<file path="src/rtl/iad_pkg.sv">
package iad_pkg;
  // ----------------------------------------------------------------
  // instruction word layout
  // ----------------------------------------------------------------
  localparam int INSN_W = 32;        // one aligned instruction word
  localparam int OP_HI = 31;         // primary opcode
  localparam int OP_LO = 26;
  localparam int RS_HI = 25;         // source register field
  localparam int RS_LO = 21;
  localparam int RT_HI = 20;         // target register field
  localparam int RT_LO = 16;
  localparam int RD_HI = 15;         // destination specifier
  localparam int RD_LO = 11;
  localparam int SA_HI = 10;         // shift amount field
  localparam int SA_LO = 6;
  localparam int FN_HI = 5;          // function code
  localparam int FN_LO = 0;
  localparam int IMM_HI = 15;        // immediate field
  localparam int IDX_HI = 25;        // jump index field
  localparam int IDX_SHIFT = 2;      // index is a word count
  localparam int COPF_HI = 24;       // coprocessor function field
  localparam int WORD_W = 32;        // word-add width

  // ----------------------------------------------------------------
  // opcode and function encodings
  // ----------------------------------------------------------------
  localparam logic [5:0] OP_REG_GROUP = 6'h00;
  localparam logic [5:0] OP_ADD_IMM_TRAP = 6'h08;
  localparam logic [5:0] OP_ADD_IMM_WRAP = 6'h09;
  localparam logic [3:0] OP_COP_PREFIX = 4'h4;   // 0100zz
  localparam logic [5:0] FN_ADD_REG_TRAP = 6'h20;
  localparam logic [5:0] FN_ADD_REG_WRAP = 6'h21;
  localparam logic [5:0] FN_BARRIER = 6'h0F;
  localparam logic [4:0] SA_ZERO = 5'h00;
  localparam logic [4:0] BARRIER_PIPE_TYPE = 5'h10;

  // ----------------------------------------------------------------
  // exception codes and barrier states
  // ----------------------------------------------------------------
  localparam logic [3:0] EXC_NONE = 4'h0;
  localparam logic [3:0] EXC_INT_OVERFLOW = 4'h1;

  typedef enum logic [1:0] {
    ST_IDLE = 2'h0,     // accepting instructions
    ST_MEMB = 2'h1,     // memory barrier draining
    ST_PIPEB = 2'h2     // pipeline barrier draining
  } iad_state_e;
endpackage : iad_pkg

</file>
<file path="src/rtl/iad_core.sv">
`timescale 1ns/1ps
module iad_core
  import iad_pkg::*;
#(
  parameter int XLEN = 64
) (
  input wire logic mclk,
  input wire logic rst,
  input wire logic insn_valid,
  input wire logic [iad_pkg::INSN_W-1:0] insn_word,
  output logic insn_ready,
  output logic [4:0] src_sel,
  output logic [4:0] tgt_sel,
  input wire logic [XLEN-1:0] src_val,
  input wire logic [XLEN-1:0] tgt_val,
  output logic wr_en_q,
  output logic [4:0] wr_addr_q,
  output logic [XLEN-1:0] wr_data_q,
  output logic exc_valid_q,
  output logic [3:0] exc_code_q,
  input wire logic bl_resolve,
  input wire logic bl_taken,
  output logic cancel_delay_slot_q,
  output logic [27:0] jump_low_q,
  output logic cop_valid_q,
  output logic [1:0] cop_unit_q,
  output logic [iad_pkg::COPF_HI:0] cop_func_q,
  output logic insn_other_q,
  input wire logic loads_idle,
  input wire logic stores_idle,
  input wire logic bus_reads_idle,
  input wire logic wb_writes_idle,
  input wire logic older_done,
  output logic gather_stop_q,
  output logic ucab_inval_q,
  output logic fetch_hold,
  output logic barrier_done_q
);
  import iad_pkg::*;

  // ----------------------------------------------------------------
  // elaboration check
  // ----------------------------------------------------------------
  // the result path sign-extends a word, so it needs room above it
  if (XLEN <= WORD_W) begin : g_bad_xlen
    $error("iad_core: XLEN must exceed the word width");
  end

  // ----------------------------------------------------------------
  // state
  // ----------------------------------------------------------------
  iad_state_e state_q; // barrier sequencer
  iad_state_e state_d;
  logic cancel_q; // next instruction is a dead delay slot
  logic cancel_d;

  // ----------------------------------------------------------------
  // field extraction
  // ----------------------------------------------------------------
  // every format is one word; fields are plain slices of it
  wire [5:0] primary_opcode = insn_word[OP_HI:OP_LO];
  wire [4:0] source_reg_field = insn_word[RS_HI:RS_LO];
  wire [4:0] target_reg_field = insn_word[RT_HI:RT_LO];
  wire [15:0] imm_field = insn_word[IMM_HI:0];
  wire [4:0] dest_reg_field = insn_word[RD_HI:RD_LO];
  wire [4:0] shift_amount_field = insn_word[SA_HI:SA_LO];
  wire [5:0] func_field = insn_word[FN_HI:FN_LO];
  wire [25:0] jump_index = insn_word[IDX_HI:0];
  wire [COPF_HI:0] cop_field = insn_word[COPF_HI:0];
  // low bits of the jump target: index counted in words
  wire [27:0] jump_low = {jump_index, 2'b00};

  // register file read selects follow the word directly
  assign src_sel = source_reg_field;
  assign tgt_sel = target_reg_field;

  // ----------------------------------------------------------------
  // opcode decode
  // ----------------------------------------------------------------
  wire is_reg_group = (primary_opcode == OP_REG_GROUP);
  // register-group members are picked by the function field
  wire is_add_reg_trap = is_reg_group &&
    (func_field == FN_ADD_REG_TRAP) &&
    (shift_amount_field == SA_ZERO);
  wire is_add_reg_wrap = is_reg_group &&
    (func_field == FN_ADD_REG_WRAP) &&
    (shift_amount_field == SA_ZERO);
  wire is_barrier = is_reg_group &&
    (func_field == FN_BARRIER);
  wire is_add_imm_trap = (primary_opcode == OP_ADD_IMM_TRAP);
  wire is_add_imm_wrap = (primary_opcode == OP_ADD_IMM_WRAP);
  // coprocessor operate form: 0100zz with bit 25 set
  wire is_cop = (primary_opcode[5:2] == OP_COP_PREFIX) &&
    insn_word[RS_HI];
  wire is_imm_add = is_add_imm_trap || is_add_imm_wrap;
  wire is_reg_add = is_add_reg_trap || is_add_reg_wrap;
  wire is_trap_add = is_add_imm_trap || is_add_reg_trap;
  wire is_known = is_imm_add || is_reg_add || is_barrier || is_cop;
  // barrier type sits in the shift amount position
  wire barrier_pipe = (shift_amount_field == BARRIER_PIPE_TYPE);

  // ----------------------------------------------------------------
  // word adder
  // ----------------------------------------------------------------
  wire [XLEN-1:0] imm_sext = {{(XLEN-16){imm_field[15]}}, imm_field};
  // second addend: register or sign-extended immediate
  wire [XLEN-1:0] addend_b = is_imm_add ? imm_sext : tgt_val;
  logic [WORD_W-1:0] sum_word; // low word of the sum
  logic sum_ovf; // signed word overflow

  // only the low words matter; upper bits are trusted equal
  iad_wadd #(
    .WIDTH(WORD_W)
  ) u_wadd (
    .a_word(src_val[WORD_W-1:0]),
    .b_word(addend_b[WORD_W-1:0]),
    .sum_word(sum_word),
    .ovf(sum_ovf)
  );

  // sign-extended result, the same for trap and wrap forms
  wire [XLEN-1:0] sum_sext =
    {{(XLEN-WORD_W){sum_word[WORD_W-1]}}, sum_word};
  // overflow only counts for the trapping pair
  wire trap_hit = is_trap_add && sum_ovf;
  // imm forms write the target field, reg forms the destination
  wire [4:0] result_reg = is_imm_add ? target_reg_field :
    dest_reg_field;

  // ----------------------------------------------------------------
  // acceptance
  // ----------------------------------------------------------------
  // barrier states stall the fetch side through the handshake
  assign insn_ready = (state_q == ST_IDLE);
  wire take = insn_valid && insn_ready;
  // a cancelled slot is consumed but does nothing
  wire live = take && !cancel_q;
  wire do_write = live && (is_reg_add || is_imm_add) &&
    !trap_hit;
  wire do_exc = live && trap_hit;
  wire do_cop = live && is_cop;
  wire do_barrier = live && is_barrier;
  wire do_other = live && !is_known;
  // every memory-side drain condition together
  wire mem_drained = loads_idle && stores_idle &&
    bus_reads_idle && wb_writes_idle;

  // ----------------------------------------------------------------
  // barrier sequencer
  // ----------------------------------------------------------------
  // next state; no new instruction enters while draining
  always_comb begin
    state_d = state_q;
    case (state_q)
      ST_IDLE: begin
        if (do_barrier) begin
          // memory or pipeline flavour chosen by the type field
          state_d = barrier_pipe ? ST_PIPEB : ST_MEMB;
        end
      end
      ST_MEMB: begin
        // loads written back, stores out, bus quiet
        if (mem_drained) begin
          state_d = ST_IDLE;
        end
      end
      ST_PIPEB: begin
        // older_done excludes multiply, divide and the like
        if (older_done) begin
          state_d = ST_IDLE;
        end
      end
      default: begin
        state_d = ST_IDLE;
      end
    endcase
  end

  // younger fetch held while a pipeline barrier drains
  assign fetch_hold = (state_q == ST_PIPEB);

  // ----------------------------------------------------------------
  // delay-slot cancel flag
  // ----------------------------------------------------------------
  // a fresh untaken resolve beats the consume of the old one
  always_comb begin
    cancel_d = cancel_q;
    if (take) begin
      cancel_d = 1'b0;
    end
    if (bl_resolve && !bl_taken) begin
      cancel_d = 1'b1;
    end
  end

  // ----------------------------------------------------------------
  // sequential state
  // ----------------------------------------------------------------
  // state and cancel flag
  always_ff @(posedge mclk or posedge rst) begin
    if (rst) begin
      state_q <= ST_IDLE;
      cancel_q <= 1'b0;
    end else begin
      state_q <= state_d;
      cancel_q <= cancel_d;
    end
  end

  // register write port; aborted adds leave it idle
  always_ff @(posedge mclk or posedge rst) begin
    if (rst) begin
      wr_en_q <= 1'b0;
      wr_addr_q <= 5'h00;
      wr_data_q <= '0;
    end else begin
      wr_en_q <= do_write;
      if (do_write) begin
        wr_addr_q <= result_reg;
        wr_data_q <= sum_sext;
      end
    end
  end

  // exception pulse toward the exception unit
  always_ff @(posedge mclk or posedge rst) begin
    if (rst) begin
      exc_valid_q <= 1'b0;
      exc_code_q <= EXC_NONE;
    end else begin
      exc_valid_q <= do_exc;
      exc_code_q <= do_exc ? EXC_INT_OVERFLOW : EXC_NONE;
    end
  end

  // coprocessor dispatch and decoded jump bits
  always_ff @(posedge mclk or posedge rst) begin
    if (rst) begin
      cop_valid_q <= 1'b0;
      cop_unit_q <= 2'h0;
      cop_func_q <= '0;
      jump_low_q <= 28'h0000000;
    end else begin
      cop_valid_q <= do_cop;
      if (do_cop) begin
        cop_unit_q <= primary_opcode[1:0];
        cop_func_q <= cop_field;
      end
      if (take) begin
        jump_low_q <= jump_low;
      end
    end
  end

  // one-cycle event outputs
  always_ff @(posedge mclk or posedge rst) begin
    if (rst) begin
      cancel_delay_slot_q <= 1'b0;
      insn_other_q <= 1'b0;
      gather_stop_q <= 1'b0;
      ucab_inval_q <= 1'b0;
      barrier_done_q <= 1'b0;
    end else begin
      cancel_delay_slot_q <= take && cancel_q;
      insn_other_q <= do_other;
      // gathering stopped and buffer dropped at memory barrier start; a pipeline barrier leaves both low
      gather_stop_q <= do_barrier && !barrier_pipe;
      ucab_inval_q <= do_barrier && !barrier_pipe;
      barrier_done_q <= (state_q != ST_IDLE) &&
        (state_d == ST_IDLE);
    end
  end
endmodule : iad_core

</file>
<file path="src/rtl/iad_wadd.sv">
`timescale 1ns/1ps
// ------------------------------------------------------------------
// signed word adder with overflow flag
// ------------------------------------------------------------------
module iad_wadd #(
  parameter int WIDTH = 32
) (
  input wire logic [WIDTH-1:0] a_word,
  input wire logic [WIDTH-1:0] b_word,
  output logic [WIDTH-1:0] sum_word,
  output logic ovf
);
  // modulo sum, carry out dropped on purpose
  assign sum_word = a_word + b_word;
  // same-sign addends, result sign flipped
  assign ovf = (a_word[WIDTH-1] == b_word[WIDTH-1]) &&
               (sum_word[WIDTH-1] != a_word[WIDTH-1]);
endmodule : iad_wadd

</file>
<file path="config.mk">
export PLATFORM = sky130hd
export DESIGN_NAME = iad_core
export DESIGN_NICKNAME = d
export VERILOG_FILES = /design/src/rtl/iad_pkg.sv /design/src/rtl/iad_core.sv /design/src/rtl/iad_wadd.sv
export SDC_FILE = /design/constraint.sdc
export NUM_CORES = 1
export LEC_CHECK = 0
export ABC_AREA = 1
export BUFFER_PORTS_ARGS = -buffer_cell sky130_fd_sc_hd__buf_4
export CAP_MARGIN = 20
export CORE_MARGIN = 2
export CORE_UTILIZATION = 48
export CTS_CLUSTER_SIZE = 28
export DETAILED_ROUTE_END_ITERATION = 12
export GPL_ROUTABILITY_DRIVEN = 0
export MAX_ROUTING_LAYER = met4
export PLACE_DENSITY_LB_ADDON = 0.05
export SLEW_MARGIN = 20
export SYNTH_ARGS = -nofsm -noshare
export SYNTH_HDL_FRONTEND = slang
export SYNTH_SLANG_ARGS = --single-unit
</file>
<file path="constraint.sdc">
create_clock -name mclk -period 3.1 [get_ports mclk]
set_input_delay 0.155 -clock mclk [delete_from_list [all_inputs] [get_ports mclk]]
set_output_delay 0.155 -clock mclk [all_outputs]
set_load 0.01 [all_outputs]
</file>
Word level (Yosys, flattened, before mapping)

Index checks and enable logic that the tools add are counted.

$add $sub $neg: 1
Bitwise gates (word level): 0
Shifts and indexed selects: 0
$mul: 0
Reductions and logical operators: 40
Multiplexer cells: 10
Equal/unequal tests: 11
Div/mod/pow operators: 0
Order comparisons: 0

Operators with widths:

| kind                 | count |
|---|---|
| $add A32 B32 Y32     | 1 |
| $mux W32             | 1 |
| $logic_and A1 B1 Y1  | 23 |
| $eq A6 B4 Y1 const B | 3 |
| $eq A6 B6 Y1 const B | 2 |
| $mux W2              | 4 |
| $logic_not A6 Y1     | 1 |
| $logic_or A1 B1 Y1   | 6 |
| $pmux W2 S3          | 1 |
| $eq A5 B5 Y1 const B | 1 |
| $logic_not A1 Y1     | 5 |
| $logic_not A5 Y1     | 1 |
| $mux W5              | 1 |
| $eq A4 B3 Y1 const B | 1 |
| $logic_not A2 Y1     | 2 |
| $reduce_bool A2 Y1   | 2 |
| $mux W1              | 3 |
| $eq A2 B1 Y1 const B | 1 |
| $eq A2 B2 Y1 const B | 1 |
| $eq A1 B1 Y1         | 1 |
| $ne A1 B1 Y1         | 1 |

Output and inout port bits: 148
Bits of input ports: 170
RAM bits: 0
Latch bits: 0
Memories kept: 0
ROM bits: 0
Bits in registers: 101

Logic depth before layout (Yosys ltp)

Depth after elaboration: 9
Mapped depth: 24
Gate-level depth less buffers: 21

Hierarchy

Synthesis repeated with hierarchy kept, for this count alone.

Cell total of the unflattened synthesis: 1065
Area total of the unflattened synthesis: 7169.4 µm²

By module, submodules not included:

| module   | cells each | seq. area each (µm²) | times used | area each (µm²) |
|---|---|---|---|---|
| iad_core | 565        | 2502.4               | 1          | 4743.3 |
| iad_wadd | 500        | 0.0                  | 1          | 2426.1 |

Least setup slack after synthesis

OpenSTA, ideal clock, no wires.

Path kind: input to register
Start: in insn_word[30] in the netlist's numbering
End: reg, netlist name wr_data_q[31]
Arrival time: 2.506 ns
Slack: 0.473 ns
Stages on the path: 20
Data required time: 2.979 ns
Buffers on the path: 3
Cell sequence: nor2_1 -> nand3_2 -> inv_2 -> nand2_1 -> clkbuf_1 -> o21ai_0 -> inv_1 -> ha_1 -> nand2_1 -> inv_1 -> a21oi_1 -> nand2_1 -> a21oi_2 -> nand2_1 -> nand2_1 -> nand3_2 -> buf_4 -> buf_4 -> nand3_1 -> nand2_1

Longest elaborated chain between the ends: 9
Elaborated cells on any way between the ends: 20

RTL lines:

| what                            | line                           | text |
|---|---|---|
| start, declared                 | iad_core.sv:10                 | `input wire logic [iad_pkg::INSN_W-1:0] insn_word,` |
| $eq A6 B4 Y1 (on tied branches) | iad_core.sv:90, iad_core.sv:91 |  |
| $logic_or A1 B1 Y1              | iad_core.sv:95                 | `wire is_imm_add = is_add_imm_trap \|\| is_add_imm_wrap;` |
| $mux W32                        | iad_core.sv:107                | `wire [XLEN-1:0] addend_b = is_imm_add ? imm_sext : tgt_val;` |
| $add A32 B32 Y32                | iad_wadd.sv:14                 | `assign sum_word = a_word + b_word;` |
| $ne A1 B1 Y1                    | iad_wadd.sv:17                 | `(sum_word[WIDTH-1] != a_word[WIDTH-1]);` |
| $logic_and A1 B1 Y1             | iad_wadd.sv:16                 | `assign ovf = (a_word[WIDTH-1] == b_word[WIDTH-1]) &&` |
| $logic_and A1 B1 Y1             | iad_core.sv:125                | `wire trap_hit = is_trap_add && sum_ovf;` |
| $logic_not A1 Y1                | iad_core.sv:139                | `!trap_hit;` |
| $logic_and A1 B1 Y1             | iad_core.sv:138                | `wire do_write = live && (is_reg_add \|\| is_imm_add) &&` |

Several ways; a longest one is shown, not always the timed one.
A chain may end at the register's enable or synchronous reset.

Worst setup path after layout

Start: in insn_word[30] in the netlist's numbering
End: reg wr_data_q[5]

Longest elaborated chain between the ends: 9
Elaborated cells on any way between the ends: 20

RTL lines:

| what                            | line                           | text |
|---|---|---|
| $eq A6 B4 Y1 (on tied branches) | iad_core.sv:90, iad_core.sv:91 |  |
| $logic_or A1 B1 Y1              | iad_core.sv:95                 |  |
| $mux W32                        | iad_core.sv:107                |  |
| $add A32 B32 Y32                | iad_wadd.sv:14                 |  |
| $ne A1 B1 Y1                    | iad_wadd.sv:17                 |  |
| $logic_and A1 B1 Y1             | iad_wadd.sv:16                 |  |
| $logic_and A1 B1 Y1             | iad_core.sv:125                |  |
| $logic_not A1 Y1                | iad_core.sv:139                |  |
| $logic_and A1 B1 Y1             | iad_core.sv:138                |  |
| end signal, assigned            | iad_core.sv:220                | `wr_data_q <= sum_sext;` |
| end, declared                   | iad_core.sv:18                 | `output logic [XLEN-1:0] wr_data_q,` |

Several ways; a longest one is shown, not always the timed one.

==> tab_implementation.tex <==
\begin{tabular}{lr}
\hline
Metric & Value \\
\hline
\multicolumn{2}{l}{\textbf{Outcome}} \\
\quad Outcome & complete, no violations \\
\multicolumn{2}{l}{\textbf{Critical path}} \\
\quad Worst R2R End & wr\_data\_q[4] \\
\quad FF-to-FF setup slack & 1.10 ns \\
\quad Critical path class & input pin to register \\
\quad Critical R2R Launch & state\_q[0] \\
\quad Critical Path Start Type & input pin \\
\quad Largest driver fanout on the critical path & 23 \\
\quad Arrival @ worst endpoint & 2.88 ns \\
\quad Kind of capture point of the worst setup path & register \\
\quad Data required time at the worst endpoint & 3.39 ns \\
\quad Worst R2R Path Depth & 8 \\
\multicolumn{2}{l}{\textbf{Floorplanning}} \\
\quad Overall die width & 123 um \\
\quad Initial core utilization & 0.492 \\
\quad Row cnt & 43 \\
\quad Chip height & 123 um \\
\quad Number of placed I/O pins & 318 \\
\quad Core Area & 13900 um\^{}2 \\
\quad DIE AREA & 15200 um\^{}2 \\
\multicolumn{2}{l}{\textbf{Worst hold path}} \\
\quad Worst min-delay path endpoint & jump\_low\_q[27] \\
\quad Hold depth & 3 \\
\quad Min-delay worst type & input pin to register \\
\quad Worst Hold Launch & insn\_word[25] \\
\multicolumn{2}{l}{\textbf{Power and ir drop}} \\
\quad Peak supply drop & 0.297 mV \\
\quad Fraction of power spent switching nets & 0.339 \\
\quad Fraction of power consumed by the clock network & 0.271 \\
\quad PnR Total Power & 0.00413 W \\
\quad Int Power & 0.00273 W \\
\quad P\_leak & 5.35 nW \\
\quad Portion of total power attributed to sequential cells & 0.388 \\
\quad PwrDens & 459 nW/um\^{}2 \\
\quad Psw & 0.00140 W \\
\quad Relative contribution of combinational cells to total power & 0.342 \\
\multicolumn{2}{l}{\textbf{Synthesis}} \\
\quad Share of synthesized area occupied by flip-flops and latches & 0.366 \\
\quad Register bit total from synthesis & 100 \\
\quad Count of mapped cells out of synthesis & 1002 \\
\quad Post-synth top flop & dfrtp\_1 \\
\quad EDFF count, synth & 0 \\
\quad Synth unique cells & 33 \\
\quad Number of synthesis warnings & 0 \\
\quad Post-synthesis async set-or-reset flop share & 1.00 \\
\quad Netlist Area Pre-Place & 6840 um\^{}2 \\
\quad Mean post-synth cell area & 6.82 um\^{}2 \\
\multicolumn{2}{l}{\textbf{Final layout}} \\
\quad Commonest cells after routing, fill and taps aside & nand2\_1, buf\_4, inv\_1, dfrtp\_1, o21ai\_0 \\
\quad Antenna cells & 0 \\
\quad Area Growth Syn to Fin & 31.5\% \\
\quad Layout Cells excl Fill & 1400 \\
\quad Most common cell after layout, fill and taps aside & nand2\_1 \\
\quad Net count of the finished layout & 1417 \\
\quad Fraction of layout cells with a size suffix above 1 & 0.248 \\
\quad Final standard cell area without fillers & 8990 um\^{}2 \\
\multicolumn{2}{l}{\textbf{Timing}} \\
\quad Final Hold Viols & 0 \\
\quad Pins Over Slew Limit & 0 \\
\quad Max-slew headroom at the worst pin & 0.410 \\
\quad Setup-violating endpoint count in the final report & 0 \\
\quad Worst-case clock skew & 0.00831 ns \\
\quad Final critical delay including setup and external delays & 2.58 ns \\
\quad Actual transition at the worst max-transition pin & 0.885 ns \\
\quad TNS Setup & 0 ns \\
\quad Post-Route Hold Slack & 0.0195 ns \\
\quad Timing-limited maximum frequency & 387 MHz \\
\quad Unrepaired setup endpoints after global routing & false \\
\quad Period Utilization, post-route & 0.833 \\
\multicolumn{2}{l}{\textbf{Global route}} \\
\quad Via count of the first global-routing pass & 6101 \\
\quad Congestion Overflow GR & 0 \\
\quad Largest net degree at the start of global routing & 76 \\
\quad Global-route wire length before repair & 30300 um \\
\quad Overall fraction of global-route tracks in use & 0.266 \\
\quad Antenna violations before repair & 0 \\
\multicolumn{2}{l}{\textbf{Clock network}} \\
\quad Clock-pin slew on the worst setup and hold paths & 0.07 ns \\
\quad Clock root buffer master & clkbuf\_16 \\
\quad Number of buffers inserted during clock tree synthesis & 9 \\
\quad H-tree level count & 3 \\
\quad Setup Fix Bufs, Post-CTS & 0 \\
\quad Bufs on Longest Clock Path & 2 \\
\quad Clock latency of the later-clocked register in the worst-skew pair & 0.35 ns \\
\quad CTS tree & done \\
\quad Clk sink count & 100 \\
\multicolumn{2}{l}{\textbf{Placed design}} \\
\quad HPWL reported at the end of detailed placement & 15600 um \\
\quad Instance count after placement with tap cells included & 1381 \\
\quad Total placed instance area & 8670 um\^{}2 \\
\quad Port bufs & 248 \\
\multicolumn{2}{l}{\textbf{Run}} \\
\quad Total of max-cap violations & 0 \\
\multicolumn{2}{l}{\textbf{Routing}} \\
\quad Total Routed Length & 19400 um \\
\quad Number of vias in the routed layout & 6723 \\
\quad Detailed-router iteration count before antenna repair & 6 \\
\quad Number of vias per cell & 4.80 \\
\quad Initial DRC Count & 437 \\
\quad Count of nets left with antenna violations after detail routing & 0 \\
\quad Number of remaining DRC errors & 0 \\
\quad Routed wire per std cell & 13.9 um \\
\hline
\end{tabular}
## flip-flops by register name (all words and copies together), names as in the netlist
signal               flops
wr_data_q               32
jump_low_q              26
cop_func_q              25
wr_addr_q                5
cop_unit_q               2
state_q                  2
barrier_done_q           1
cancel_delay_slot_q      1
cancel_q                 1
cop_valid_q              1
exc_code_q               1
insn_other_q             1
ucab_inval_q             1
wr_en_q                  1
## area by class of cell
cell class	instances	area, um^2
Inverter	143	539
Tap cell	180	225
Multi-Input combinational cell	686	3310
Clock inverter	6	53.8
Sequential cell	100	2500
Fill cell	1373	4890
Clock buffer	10	239
Timing Repair Buffer	275	2120
## routing by layer
layer | vias up | global-route usage | share of wire
met1 | 2977 | 0.356 | 0.47
met4 | 0 | 0.0668 | 0.016
met3 | 23 | 0.0452 | 0.061
met2 | 221 | 0.420 | 0.46
met5 | - | - | 0
li1 | 3502 | - | -
## cells in the mapped netlist (3+ instances only)
library cell,count,share of area
a21oi_1,25,0.018
and2_1,3,0.0027
buf_2,6,0.0044
buf_4,52,0.057
buf_6,3,0.0049
clkbuf_1,14,0.0077
dfrtp_1,100,0.37
ha_1,31,0.057
inv_1,140,0.077
nand2_1,358,0.20
nand2_2,4,0.0037
nand3_1,66,0.048
nand3_2,3,0.0044
nand4_1,8,0.0073
nor2_1,50,0.027
nor3_1,5,0.0037
o21ai_0,94,0.069
o21bai_1,5,0.0055
xor2_1,13,0.017
## power groups by stage
stage	Sequential (W)	Clock [W]	Combinational (W)
2_1_floorplan	0.00169	0	0.000727
3_3_place_gp	0.00162	0	0.00139
3_5_place_dp	0.00162	0	0.00141
4_1_cts	0.00160	0.00114	0.00142
5_1_grt	0.00162	0.00119	0.00158
6_report	0.00160	0.00112	0.00141
## per-stage QoR
| step | worst slack (ns) | util |
|---|---|---|
| finish | 0.518 | 0.648 |
| global route | 0.196 | 0.648 |
| global placement | 0.241 | 0.624 |
| CTS | 0.539 | 0.648 |
| detailed placement | 0.164 | 0.624 |
| floorplan | 0.326 | - |
## critical path, stage by stage
cell and delay [ns]:
buf_4 0.11, nor2_1 0.16, nand3_2 0.15, inv_2 0.09
nand2_1 0.09, buf_12 0.16, o21ai_0 0.07, inv_1 0.06
ha_1 0.31, nand2_1 0.12, inv_1 0.05, a21oi_1 0.19
nand2_1 0.11, a21oi_2 0.24, nand2_1 0.10, nand2_1 0.08
nand3_2 0.09, nand2_1 0.19, buf_12 0.19, nand2_1 0.07
nand2_1 0.06
## timing repair
action,in CTS,in global routing
hold endpoints to repair,27,0
resized for setup,0,0
hold buffers,3,0
## how the worst max path moves through the flow
stage | startpoint | endpoint | depth (start not counted)
after floorplan | rst | barrier_done_q | 1
after global placement | insn_word[30] | wr_data_q[18] | 21
after detailed placement | insn_word[30] | wr_data_q[5] | 20
after CTS | insn_word[30] | wr_data_q[5] | 21
after global routing | insn_word[30] | wr_data_q[17] | 20
final | insn_word[30] | wr_data_q[5] | 21
## cell families (layout without fill, tap and decap cells)
family / count (synthesis) / after routing / synth area share
compound gates: 132 / 132 / 0.102
xor+xnor: 15 / 15 / 0.0192
fa+ha+maj: 32 / 32 / 0.0597
buf+inv: 220 / 434 / 0.154
flops: 100 / 100 / 0.366
other cells: 1 / 5 / 0.000549
simple gates: 502 / 502 / 0.299
Note: power is estimated with default switching activity, not from simulation.
